`src/core/_unused.sv`:
```
`default_nettype none
`default_nettype wire

```
`src/core/sfp_pkg.sv`:
```
// constants shared by the serial flash pin interface and its protect decoder
// assumes a single system clock that oversamples the host serial clock
`default_nettype none
package sfp_pkg;
	// =====================================================
	// serial framing
	localparam int unsigned BYTE_W    = 8;
	localparam int unsigned BIT_CNT_W = 3;
	localparam logic [2:0]  BIT_FIRST = 3'h0;
	localparam logic [2:0]  BIT_LAST  = 3'h7;
	localparam logic [2:0]  BIT_STEP  = 3'h1;

	// =====================================================
	// pin synchroniser order {wp_n, hold_n, cs_n, si, sck}
	localparam int unsigned PIN_W      = 5;
	localparam int unsigned PIN_SCK    = 0;
	localparam int unsigned PIN_SI     = 1;
	localparam int unsigned PIN_CS_N   = 2;
	localparam int unsigned PIN_HOLD_N = 3;
	localparam int unsigned PIN_WP_N   = 4;
	localparam logic [4:0]  PIN_RST    = 5'h1e;

	// =====================================================
	// array geometry: 32 sectors of 64 KiB
	localparam int unsigned ADDR_W     = 21;
	localparam int unsigned SECT_LSB   = 16;
	localparam int unsigned SECT_W     = 5;
	localparam int unsigned BP_W       = 3;
	localparam logic [4:0]  SECT_ALL   = 5'h1f;

	// =====================================================
	// reset values
	localparam logic [7:0]  BYTE_RST   = 8'h00;
endpackage : sfp_pkg
`default_nettype wire

```
`src/core/sfp_pin_if.sv`:
```
// pin-level serial interface of a serial flash: shifting, select, pause, write guard
// assumes clk runs well above the host serial clock; all pins are asynchronous to clk
`default_nettype none
module sfp_pin_if (
	// system
	input  wire logic                        clk,
	input  wire logic                        rst,
	// device pins
	input  wire logic                        sck,
	input  wire logic                        si,
	input  wire logic                        cs_n,
	input  wire logic                        hold_n,
	input  wire logic                        wp_n,
	output logic                             so,
	output logic                             so_oe,
	// received bytes
	output logic [sfp_pkg::BYTE_W-1:0]       rx_byte,
	output logic                             rx_valid,
	output logic                             rx_first,
	// byte to send, sampled at each byte boundary
	input  wire logic [sfp_pkg::BYTE_W-1:0]  tx_byte,
	// array write guard
	input  wire logic                        wr_req,
	input  wire logic [sfp_pkg::ADDR_W-1:0]  wr_addr,
	input  wire logic [sfp_pkg::BP_W-1:0]    block_protect_bits,
	output logic                             wr_grant,
	output logic                             wr_block,
	// power state
	input  wire logic                        op_busy,
	output logic                             standby
);
	// =====================================================
	// pin synchronisers
	logic [sfp_pkg::PIN_W-1:0] pin_meta;
	logic [sfp_pkg::PIN_W-1:0] pin_sync;
	logic                      sck_q;
	logic                      cs_q;
	logic                      hold_q;

	// edge detectors read only the second stage, never the metastable first one
	always_ff @(posedge clk or posedge rst) begin
		if (rst) begin
			pin_meta <= sfp_pkg::PIN_RST;
			pin_sync <= sfp_pkg::PIN_RST;
			sck_q    <= sfp_pkg::PIN_RST[sfp_pkg::PIN_SCK];
			cs_q     <= sfp_pkg::PIN_RST[sfp_pkg::PIN_CS_N];
			hold_q   <= sfp_pkg::PIN_RST[sfp_pkg::PIN_HOLD_N];
		end else begin
			pin_meta <= {wp_n, hold_n, cs_n, si, sck};
			pin_sync <= pin_meta;
			sck_q    <= pin_sync[sfp_pkg::PIN_SCK];
			cs_q     <= pin_sync[sfp_pkg::PIN_CS_N];
			hold_q   <= pin_sync[sfp_pkg::PIN_HOLD_N];
		end
	end

	wire logic s_sck, s_si, s_cs_n, s_hold_n, s_wp_n;
	wire logic sck_rise, sck_fall, cs_fall, hold_fall, hold_rise;

	assign s_sck     = pin_sync[sfp_pkg::PIN_SCK];
	assign s_si      = pin_sync[sfp_pkg::PIN_SI];
	assign s_cs_n    = pin_sync[sfp_pkg::PIN_CS_N];
	assign s_hold_n  = pin_sync[sfp_pkg::PIN_HOLD_N];
	assign s_wp_n    = pin_sync[sfp_pkg::PIN_WP_N];
	assign sck_rise  = s_sck && !sck_q;
	assign sck_fall  = !s_sck && sck_q;
	assign cs_fall   = !s_cs_n && cs_q;
	assign hold_fall = !s_hold_n && hold_q;
	assign hold_rise = s_hold_n && !hold_q;

	// =====================================================
	// arming and selection
	// a device that powers up with cs_n already low arms once the synchroniser fills, since reset loads cs_n high
	logic armed;

	always_ff @(posedge clk or posedge rst) begin
		if (rst)
			armed <= 1'b0;
		else if (cs_fall)
			armed <= 1'b1;
	end

	wire logic sel;
	assign sel = armed && !s_cs_n;

	// =====================================================
	// pause tracking
	logic paused, pend_in, pend_out;
	wire logic next_paused;
	wire logic next_pend_in;
	wire logic next_pend_out;
	wire logic enter_now;
	wire logic leave_now;

	// a clock-high edge of the pause pin is deferred to the next clock fall
	assign enter_now = (hold_fall && !s_sck) || (pend_in && sck_fall && !s_hold_n);
	assign leave_now = (hold_rise && !s_sck) || (pend_out && sck_fall && s_hold_n);
	assign next_paused   = s_cs_n ? 1'b0 : (paused ? !leave_now : enter_now);
	assign next_pend_in  = !s_cs_n && !paused && !enter_now && !s_hold_n &&
	                       (pend_in || (hold_fall && s_sck));
	assign next_pend_out = !s_cs_n && paused && !leave_now && s_hold_n &&
	                       (pend_out || (hold_rise && s_sck));

	always_ff @(posedge clk or posedge rst) begin
		if (rst) begin
			paused   <= 1'b0;
			pend_in  <= 1'b0;
			pend_out <= 1'b0;
		end else begin
			paused   <= next_paused;
			pend_in  <= next_pend_in;
			pend_out <= next_pend_out;
		end
	end

	// serial clock and input count only while selected and not pausing
	wire logic act;
	assign act = sel && !paused && !next_paused;

	// =====================================================
	// receive shifter
	logic [sfp_pkg::BIT_CNT_W-1:0] bit_cnt;
	logic [sfp_pkg::BYTE_W-1:0]    rx_sh;
	logic                          first_byte;
	wire logic                     shift_in;
	wire logic                     byte_done;
	wire logic [sfp_pkg::BYTE_W-1:0] next_rx;

	assign shift_in  = act && sck_rise;
	assign byte_done = shift_in && (bit_cnt == sfp_pkg::BIT_LAST);
	assign next_rx   = {rx_sh[sfp_pkg::BYTE_W-2:0], s_si};

	always_ff @(posedge clk or posedge rst) begin
		if (rst) begin
			bit_cnt    <= sfp_pkg::BIT_FIRST;
			rx_sh      <= sfp_pkg::BYTE_RST;
			first_byte <= 1'b0;
		end else if (s_cs_n) begin
			bit_cnt    <= sfp_pkg::BIT_FIRST;
			first_byte <= 1'b1;
		end else if (shift_in) begin
			bit_cnt    <= bit_cnt + sfp_pkg::BIT_STEP;
			rx_sh      <= next_rx;
			if (byte_done)
				first_byte <= 1'b0;
		end
	end

	always_ff @(posedge clk or posedge rst) begin
		if (rst) begin
			rx_byte  <= sfp_pkg::BYTE_RST;
			rx_valid <= 1'b0;
			rx_first <= 1'b0;
		end else begin
			rx_valid <= byte_done;
			if (byte_done) begin
				rx_byte  <= next_rx;
				rx_first <= first_byte;
			end
		end
	end

	// =====================================================
	// transmit shifter
	// tx_byte must be stable from rx_valid until the next clock fall
	logic [sfp_pkg::BYTE_W-1:0] tx_sh;
	wire logic                  shift_out;
	wire logic                  load_tx;

	assign shift_out = act && sck_fall;
	assign load_tx   = (cs_fall && armed) || (shift_out && (bit_cnt == sfp_pkg::BIT_FIRST));

	always_ff @(posedge clk or posedge rst) begin
		if (rst) begin
			so    <= 1'b0;
			tx_sh <= sfp_pkg::BYTE_RST;
		end else if (load_tx || cs_fall) begin
			so    <= tx_byte[sfp_pkg::BYTE_W-1];
			tx_sh <= {tx_byte[sfp_pkg::BYTE_W-2:0], 1'b0};
		end else if (shift_out) begin
			so    <= tx_sh[sfp_pkg::BYTE_W-1];
			tx_sh <= {tx_sh[sfp_pkg::BYTE_W-2:0], 1'b0};
		end
	end

	always_ff @(posedge clk or posedge rst) begin
		if (rst)
			so_oe <= 1'b0;
		else
			so_oe <= sel && !next_paused;
	end

	// =====================================================
	// write guard and power state
	wire logic in_region;
	wire logic guard_hit;

	sfp_protect u_protect (
		.block_protect_bits (block_protect_bits),
		.addr               (wr_addr),
		.in_region          (in_region)
	);

	assign guard_hit = !s_wp_n && in_region;

	always_ff @(posedge clk or posedge rst) begin
		if (rst) begin
			wr_grant <= 1'b0;
			wr_block <= 1'b0;
			standby  <= 1'b1;
		end else begin
			wr_grant <= wr_req && !guard_hit;
			wr_block <= wr_req && guard_hit;
			standby  <= s_cs_n && !op_busy;
		end
	end

	// =====================================================
	// checks
	property p_oe_off_deselect;
		@(posedge clk) disable iff (rst) s_cs_n |=> !so_oe;
	endproperty
	a_oe_off_deselect: assert property (p_oe_off_deselect)
		else $error("output enabled while deselected");

	property p_oe_off_pause;
		@(posedge clk) disable iff (rst) paused |-> !so_oe;
	endproperty
	a_oe_off_pause: assert property (p_oe_off_pause)
		else $error("output enabled while paused");

	property p_rx_sample;
		@(posedge clk) disable iff (rst)
			(act && sck_rise && bit_cnt == 3'h7) |=> (rx_valid && rx_byte[0] == $past(s_si));
	endproperty
	a_rx_sample: assert property (p_rx_sample)
		else $error("byte not taken on rising clock");

	property p_tx_shift;
		@(posedge clk) disable iff (rst)
			(shift_out && bit_cnt != 3'h0 && !cs_fall) |=> (so == $past(tx_sh[7]));
	endproperty
	a_tx_shift: assert property (p_tx_shift)
		else $error("output bit not driven on falling clock");

	property p_unarmed_quiet;
		@(posedge clk) disable iff (rst) !armed |=> !rx_valid;
	endproperty
	a_unarmed_quiet: assert property (p_unarmed_quiet)
		else $error("byte accepted before first select fall");

	property p_busy_active;
		@(posedge clk) disable iff (rst) (op_busy || !s_cs_n) |=> !standby;
	endproperty
	a_busy_active: assert property (p_busy_active)
		else $error("standby while selected or busy");

	property p_guard;
		@(posedge clk) disable iff (rst)
			(wr_req && !s_wp_n && in_region) |=> (wr_block && !wr_grant);
	endproperty
	a_guard: assert property (p_guard)
		else $error("protected write not blocked");

	property p_pause_enter;
		@(posedge clk) disable iff (rst)
			(hold_fall && !s_sck && !s_cs_n) |=> paused ##1 !so_oe;
	endproperty
	a_pause_enter: assert property (p_pause_enter)
		else $error("pause not begun at pause fall");

	property p_pause_leave;
		@(posedge clk) disable iff (rst)
			(hold_rise && !s_sck && paused && !s_cs_n) |=> !paused;
	endproperty
	a_pause_leave: assert property (p_pause_leave)
		else $error("pause not ended at pause rise");

	property p_count_clear;
		@(posedge clk) disable iff (rst) s_cs_n |=> (bit_cnt == 3'h0);
	endproperty
	a_count_clear: assert property (p_count_clear)
		else $error("bit count not cleared on deselect");

	c_byte:   cover property (@(posedge clk) disable iff (rst) rx_valid && rx_first);
	c_pause:  cover property (@(posedge clk) disable iff (rst) pend_in ##[1:40] paused);
	c_block:  cover property (@(posedge clk) disable iff (rst) wr_block);
endmodule : sfp_pin_if
`default_nettype wire

```
`src/core/sfp_protect.sv`:
```
// decodes whether an array address lies in the region named by block_protect_bits
// assumes the address is a byte address into a 2 MiB array
`default_nettype none
module sfp_protect (
	// protect setting
	input  wire logic [sfp_pkg::BP_W-1:0]   block_protect_bits,
	// address under test
	input  wire logic [sfp_pkg::ADDR_W-1:0] addr,
	// result
	output wire logic                       in_region
);
	// =====================================================
	// top-of-array region: the upper sectors whose index has the masked bits set
	wire logic [sfp_pkg::SECT_W-1:0] sector;
	wire logic [sfp_pkg::SECT_W-1:0] mask;
	wire logic                       whole;
	wire logic                       none;

	assign sector = addr[sfp_pkg::ADDR_W-1:sfp_pkg::SECT_LSB];
	assign mask   = (block_protect_bits == 3'h1) ? 5'h1f :
	                (block_protect_bits == 3'h2) ? 5'h1e :
	                (block_protect_bits == 3'h3) ? 5'h1c :
	                (block_protect_bits == 3'h4) ? 5'h18 : 5'h10;
	assign whole  = (block_protect_bits == 3'h6) || (block_protect_bits == 3'h7);
	assign none   = (block_protect_bits == 3'h0);
	assign in_region = !none && (whole || ((sector & mask) == mask));
endmodule : sfp_protect
`default_nettype wire

```
`config.mk`:
```
export PLATFORM = sky130hd
export DESIGN_NAME = sfp_pin_if
export DESIGN_NICKNAME = d
export VERILOG_FILES = /design/src/core/_unused.sv /design/src/core/sfp_pkg.sv /design/src/core/sfp_pin_if.sv /design/src/core/sfp_protect.sv
export SDC_FILE = /design/constraint.sdc
export NUM_CORES = 1
export LEC_CHECK = 0
export BUFFER_PORTS_ARGS = -buffer_cell sky130_fd_sc_hd__buf_2
export CAP_MARGIN = 0
export CORE_UTILIZATION = 40
export CTS_BUF_LIST = sky130_fd_sc_hd__clkbuf_16
export CTS_CLUSTER_SIZE = 25
export DETAILED_ROUTE_END_ITERATION = 12
export PLACE_DENSITY = 0.76
export SLEW_MARGIN = 20
export SYNTH_ARGS = -nofsm -noshare
export SYNTH_HDL_FRONTEND = slang
export SYNTH_HIERARCHICAL = 1
export SYNTH_SLANG_ARGS = --single-unit
```
`constraint.sdc`:
```
create_clock -name clk -period 2.65 [get_ports clk]
set_clock_uncertainty 0.2 [all_clocks]
set_input_delay 0.3975 -clock clk [delete_from_list [all_inputs] [get_ports clk]]
set_output_delay 0.3975 -clock clk [all_outputs]
set_load 0.01 [all_outputs]
```
==> impl_metrics.env <==
export IMPL_core_area_um2=4820
export IMPL_switching_power_mw=0.378
export IMPL_max_freq_mhz=424
export IMPL_met1Wirelength_um=1460
export IMPL_seq_area_um2=1260
export IMPL_r2r_slack_ps=290
export IMPL_cts_max_path_buffers=2
export IMPL_tightest_slew_ps=656
export IMPL_row_count=25
export IMPL_grt_first_pass_wirelength_um=5100
export IMPL_fin_setup_tns_ps=0
export IMPL_slew_headroom_pct=56.1
export IMPL_place_congestion=0.767
export IMPL_clock_latency_ps=280
export IMPL_multi_input_area_um2=714
export IMPL_die_area_um2=5370
export IMPL_cpMaxStageDelayCell="nor4b_4"
export IMPL_reg2reg_to="rx_byte[6]"
export IMPL_hold_path_depth=1
export IMPL_clk_pin_slew_ps=60
export IMPL_rsz0062_at_grt="no"
export IMPL_grt_ovfl_total=0
export IMPL_drt_initial_drc_count=92
export IMPL_rr_worst_depth=4
export IMPL_wl_met3_um=134
export IMPL_worstPathArrival_ps=2330
export IMPL_regToRegStartpoint="pin_sync[2]"
export IMPL_p_clk_share_pct=35.4
export IMPL_fin_crit_ps=2360
export IMPL_syn_nets=192
export IMPL_routed_wl_um=3070
export IMPL_vias=1223
export IMPL_io_buffer_count=39
export IMPL_cp_end_kind="flip-flop"
export IMPL_worst_hold_slack_ps=10.5
export IMPL_die_h_um=73.3
export IMPL_dr_pass1_iters=4
export IMPL_slowest_delay_ps=580
export IMPL_synth_area_um2=2030
export IMPL_ys_types=39
export IMPL_dp_hpwl_um=2110
export IMPL_syn_inst=148
export IMPL_start_kind="flip-flop"
export IMPL_netSwitchingFraction_pct=22.6
export IMPL_ys_ff_latch=50
export IMPL_start_util_pct=42.2
export IMPL_combPwrFrac_pct=10.8
export IMPL_cts_root_buf="clkbuf_16"
export IMPL_critical_path_class="flip-flop to flip-flop"
export IMPL_hold_path_end="pin_meta[2]"
export IMPL_grt_antenna_before_repair=0
export IMPL_fin_crit_sh_pct=89.1
export IMPL_syn_to_final_growth_pct=20.6
export IMPL_yosys_top_cells_area="dfrtp_1 48%, dfstp_2 14%, mux2_2 8.9%"
export IMPL_drc=0
export IMPL_synth_top_cell_area_share_pct=48.1
export IMPL_wire_per_inst_um=11.8
export IMPL_num_io_pins=56
export IMPL_top_layer="met4"
export IMPL_ir_drop_v=0.000374
export IMPL_ys_seq_area_share_pct=62.3
export IMPL_p_leak_nw=1.22
export IMPL_postRouteAntennaNets=0
export IMPL_status="completed"
export IMPL_power_frac_seq_pct=53.9
export IMPL_p_int_mw=1.29
export IMPL_die_w_um=73.3
export IMPL_drive_gt1_share_pct=45.8
export IMPL_antenna_cells=0
export IMPL_grt_max_degree=28
export IMPL_synth_avg_cell_area_um2=13.7
export IMPL_yosysWarnings=6
export IMPL_min_from="cs_n"
export IMPL_crit_chain="nand2b_4, nor4b_4, nand2_1, mux2_2"
export IMPL_met2WireLength_um=1400
export IMPL_filler_cell_count=440
export IMPL_cap_violations=0
export IMPL_pwr_density_cell_nw_per_um2=683
export IMPL_crit_required_ps=2620
export IMPL_slew_viol_final=0
export IMPL_cts_sinks=50
export IMPL_fin_nets=235
export IMPL_track_usage_pct=12.9
export IMPL_routed_via_density=4.72
export IMPL_hold_viol=0
export IMPL_setup_violations=0
export IMPL_htree_levels=2
export IMPL_grt_pass1_vias=1122
export IMPL_cts_tree="yes"
export IMPL_synth_top_area_cell="dfrtp_1"
export IMPL_path_max_fanout=13
export IMPL_hold_path_class="primary input to flip-flop"
export IMPL_cts_made_buffers=5
## cells by family (layout without fill, tap and decap cells)
logic type,count (synthesis),in the layout,synth area share (%)
AO/OA/AOI/OAI,16,16,6.04
adder cells (fa/ha/maj),3,3,1.85
buffers and inverters,11,55,2.53
flip-flops,50,50,62.3
multiplexers,25,25,15.3
AND/OR/NAND/NOR,43,43,12.0
## cell usage in the layout (no fill, tap or decap), drive strengths merged, types with 2 or more instances in the layout
master	count
nor2	2
inv	7
or3	2
dfrtp	39
nor3b	2
dfstp	11
clkbuf	5
ha	3
nor4b	2
nand2	24
nor2b	2
clkinv	2
buf	40
o21a	2
o21ai	3
a21boi	2
mux2	24
nand2b	3
o31ai	2
## cell usage after synthesis, drive strengths merged
library cell / number
a21bo: 1
a21boi: 2
a21o: 1
a21oi: 1
a31oi: 1
and3: 1
buf: 3
clkbuf: 2
dfrtp: 39
dfstp: 11
ha: 3
inv: 6
mux2: 24
mux2i: 1
nand2: 24
nand2b: 3
nand3: 1
nand3b: 1
nand4b: 1
nor2: 2
nor2b: 2
nor3: 1
nor3b: 2
nor4b: 2
o21a: 2
o21ai: 3
o221a: 1
o22ai: 1
o31ai: 2
o32ai: 1
or3: 2
or4b: 1
## worst max-delay path by stage
stage	start	to	slack, ps	cells past startpoint
floorplan	pin_sync[2]	so	590	5
global placement	pin_sync[2]	rx_byte[1]	310	4
detailed placement	pin_sync[2]	rx_byte[6]	250	4
CTS	pin_sync[2]	rx_byte[2]	240	4
global route	pin_sync[2]	rx_byte[0]	120	4
finish	pin_sync[2]	rx_byte[6]	290	4
## area by class of cell
class | instances | share of cell area (%)
clock buffer | 5 | 5.11
timing repair buffer | 41 | 9.20
sequential | 50 | 51.7
multi-input combinational | 87 | 29.2
clock inverter | 3 | 0.511
tap | 67 | 3.42
inverter | 6 | 0.920
## layer usage
| layer | global-route usage, % | vias to the layer above |
|---|---|---|
| li1 | - | 591 |
| met1 | 17.3 | 587 |
| met2 | 19.1 | 39 |
| met3 | 3.29 | 6 |
| met4 | 7.19 | 0 |
| met5 | 0 | - |
## critical path, delay by kind of cell (launching register included)
family           cells  cell delay, ps
flip-flops           1             420
multiplexers         1             400
AND/OR/NAND/NOR      3            1230
## power by group through the flow
stage	Combinational [mW]	Sequential (mW)	Clock [mW]
floorplan	0.136	0.901	0
finish	0.180	0.901	0.591
global placement	0.177	0.910	0
CTS	0.184	0.901	0.606
detailed placement	0.182	0.913	0
global route	0.204	0.911	0.633
## metrics by stage
step                      cells  worst slack, ps  utilization [%]  power, mW  area [um2]
after floorplan             148              593                -       1.04        2030
after global placement      250              309             47.8       1.09        2300
after detailed placement    250              250             47.8       1.10        2300
after CTS                   259              243             50.8       1.69        2450
after global routing        259              117             50.8       1.75        2450
final                       259              290             50.8       1.67        2450
## sequential cells by signal, indices dropped and copies added, names as in the netlist, 3 cells and up
| signal | flops |
|---|---|
| rx_byte | 8 |
| rx_sh | 7 |
| pin_meta | 5 |
| bit_cnt | 3 |
| tx_sh | 7 |
| pin_sync | 5 |
## repair_timing
item | CTS | global route
endpoints found under the hold margin | 23 | 0
hold buffers | 1 | 0
resized for setup | 0 | 0
setup buffers | 0 | 0
(Power assumes the default switching activity.)
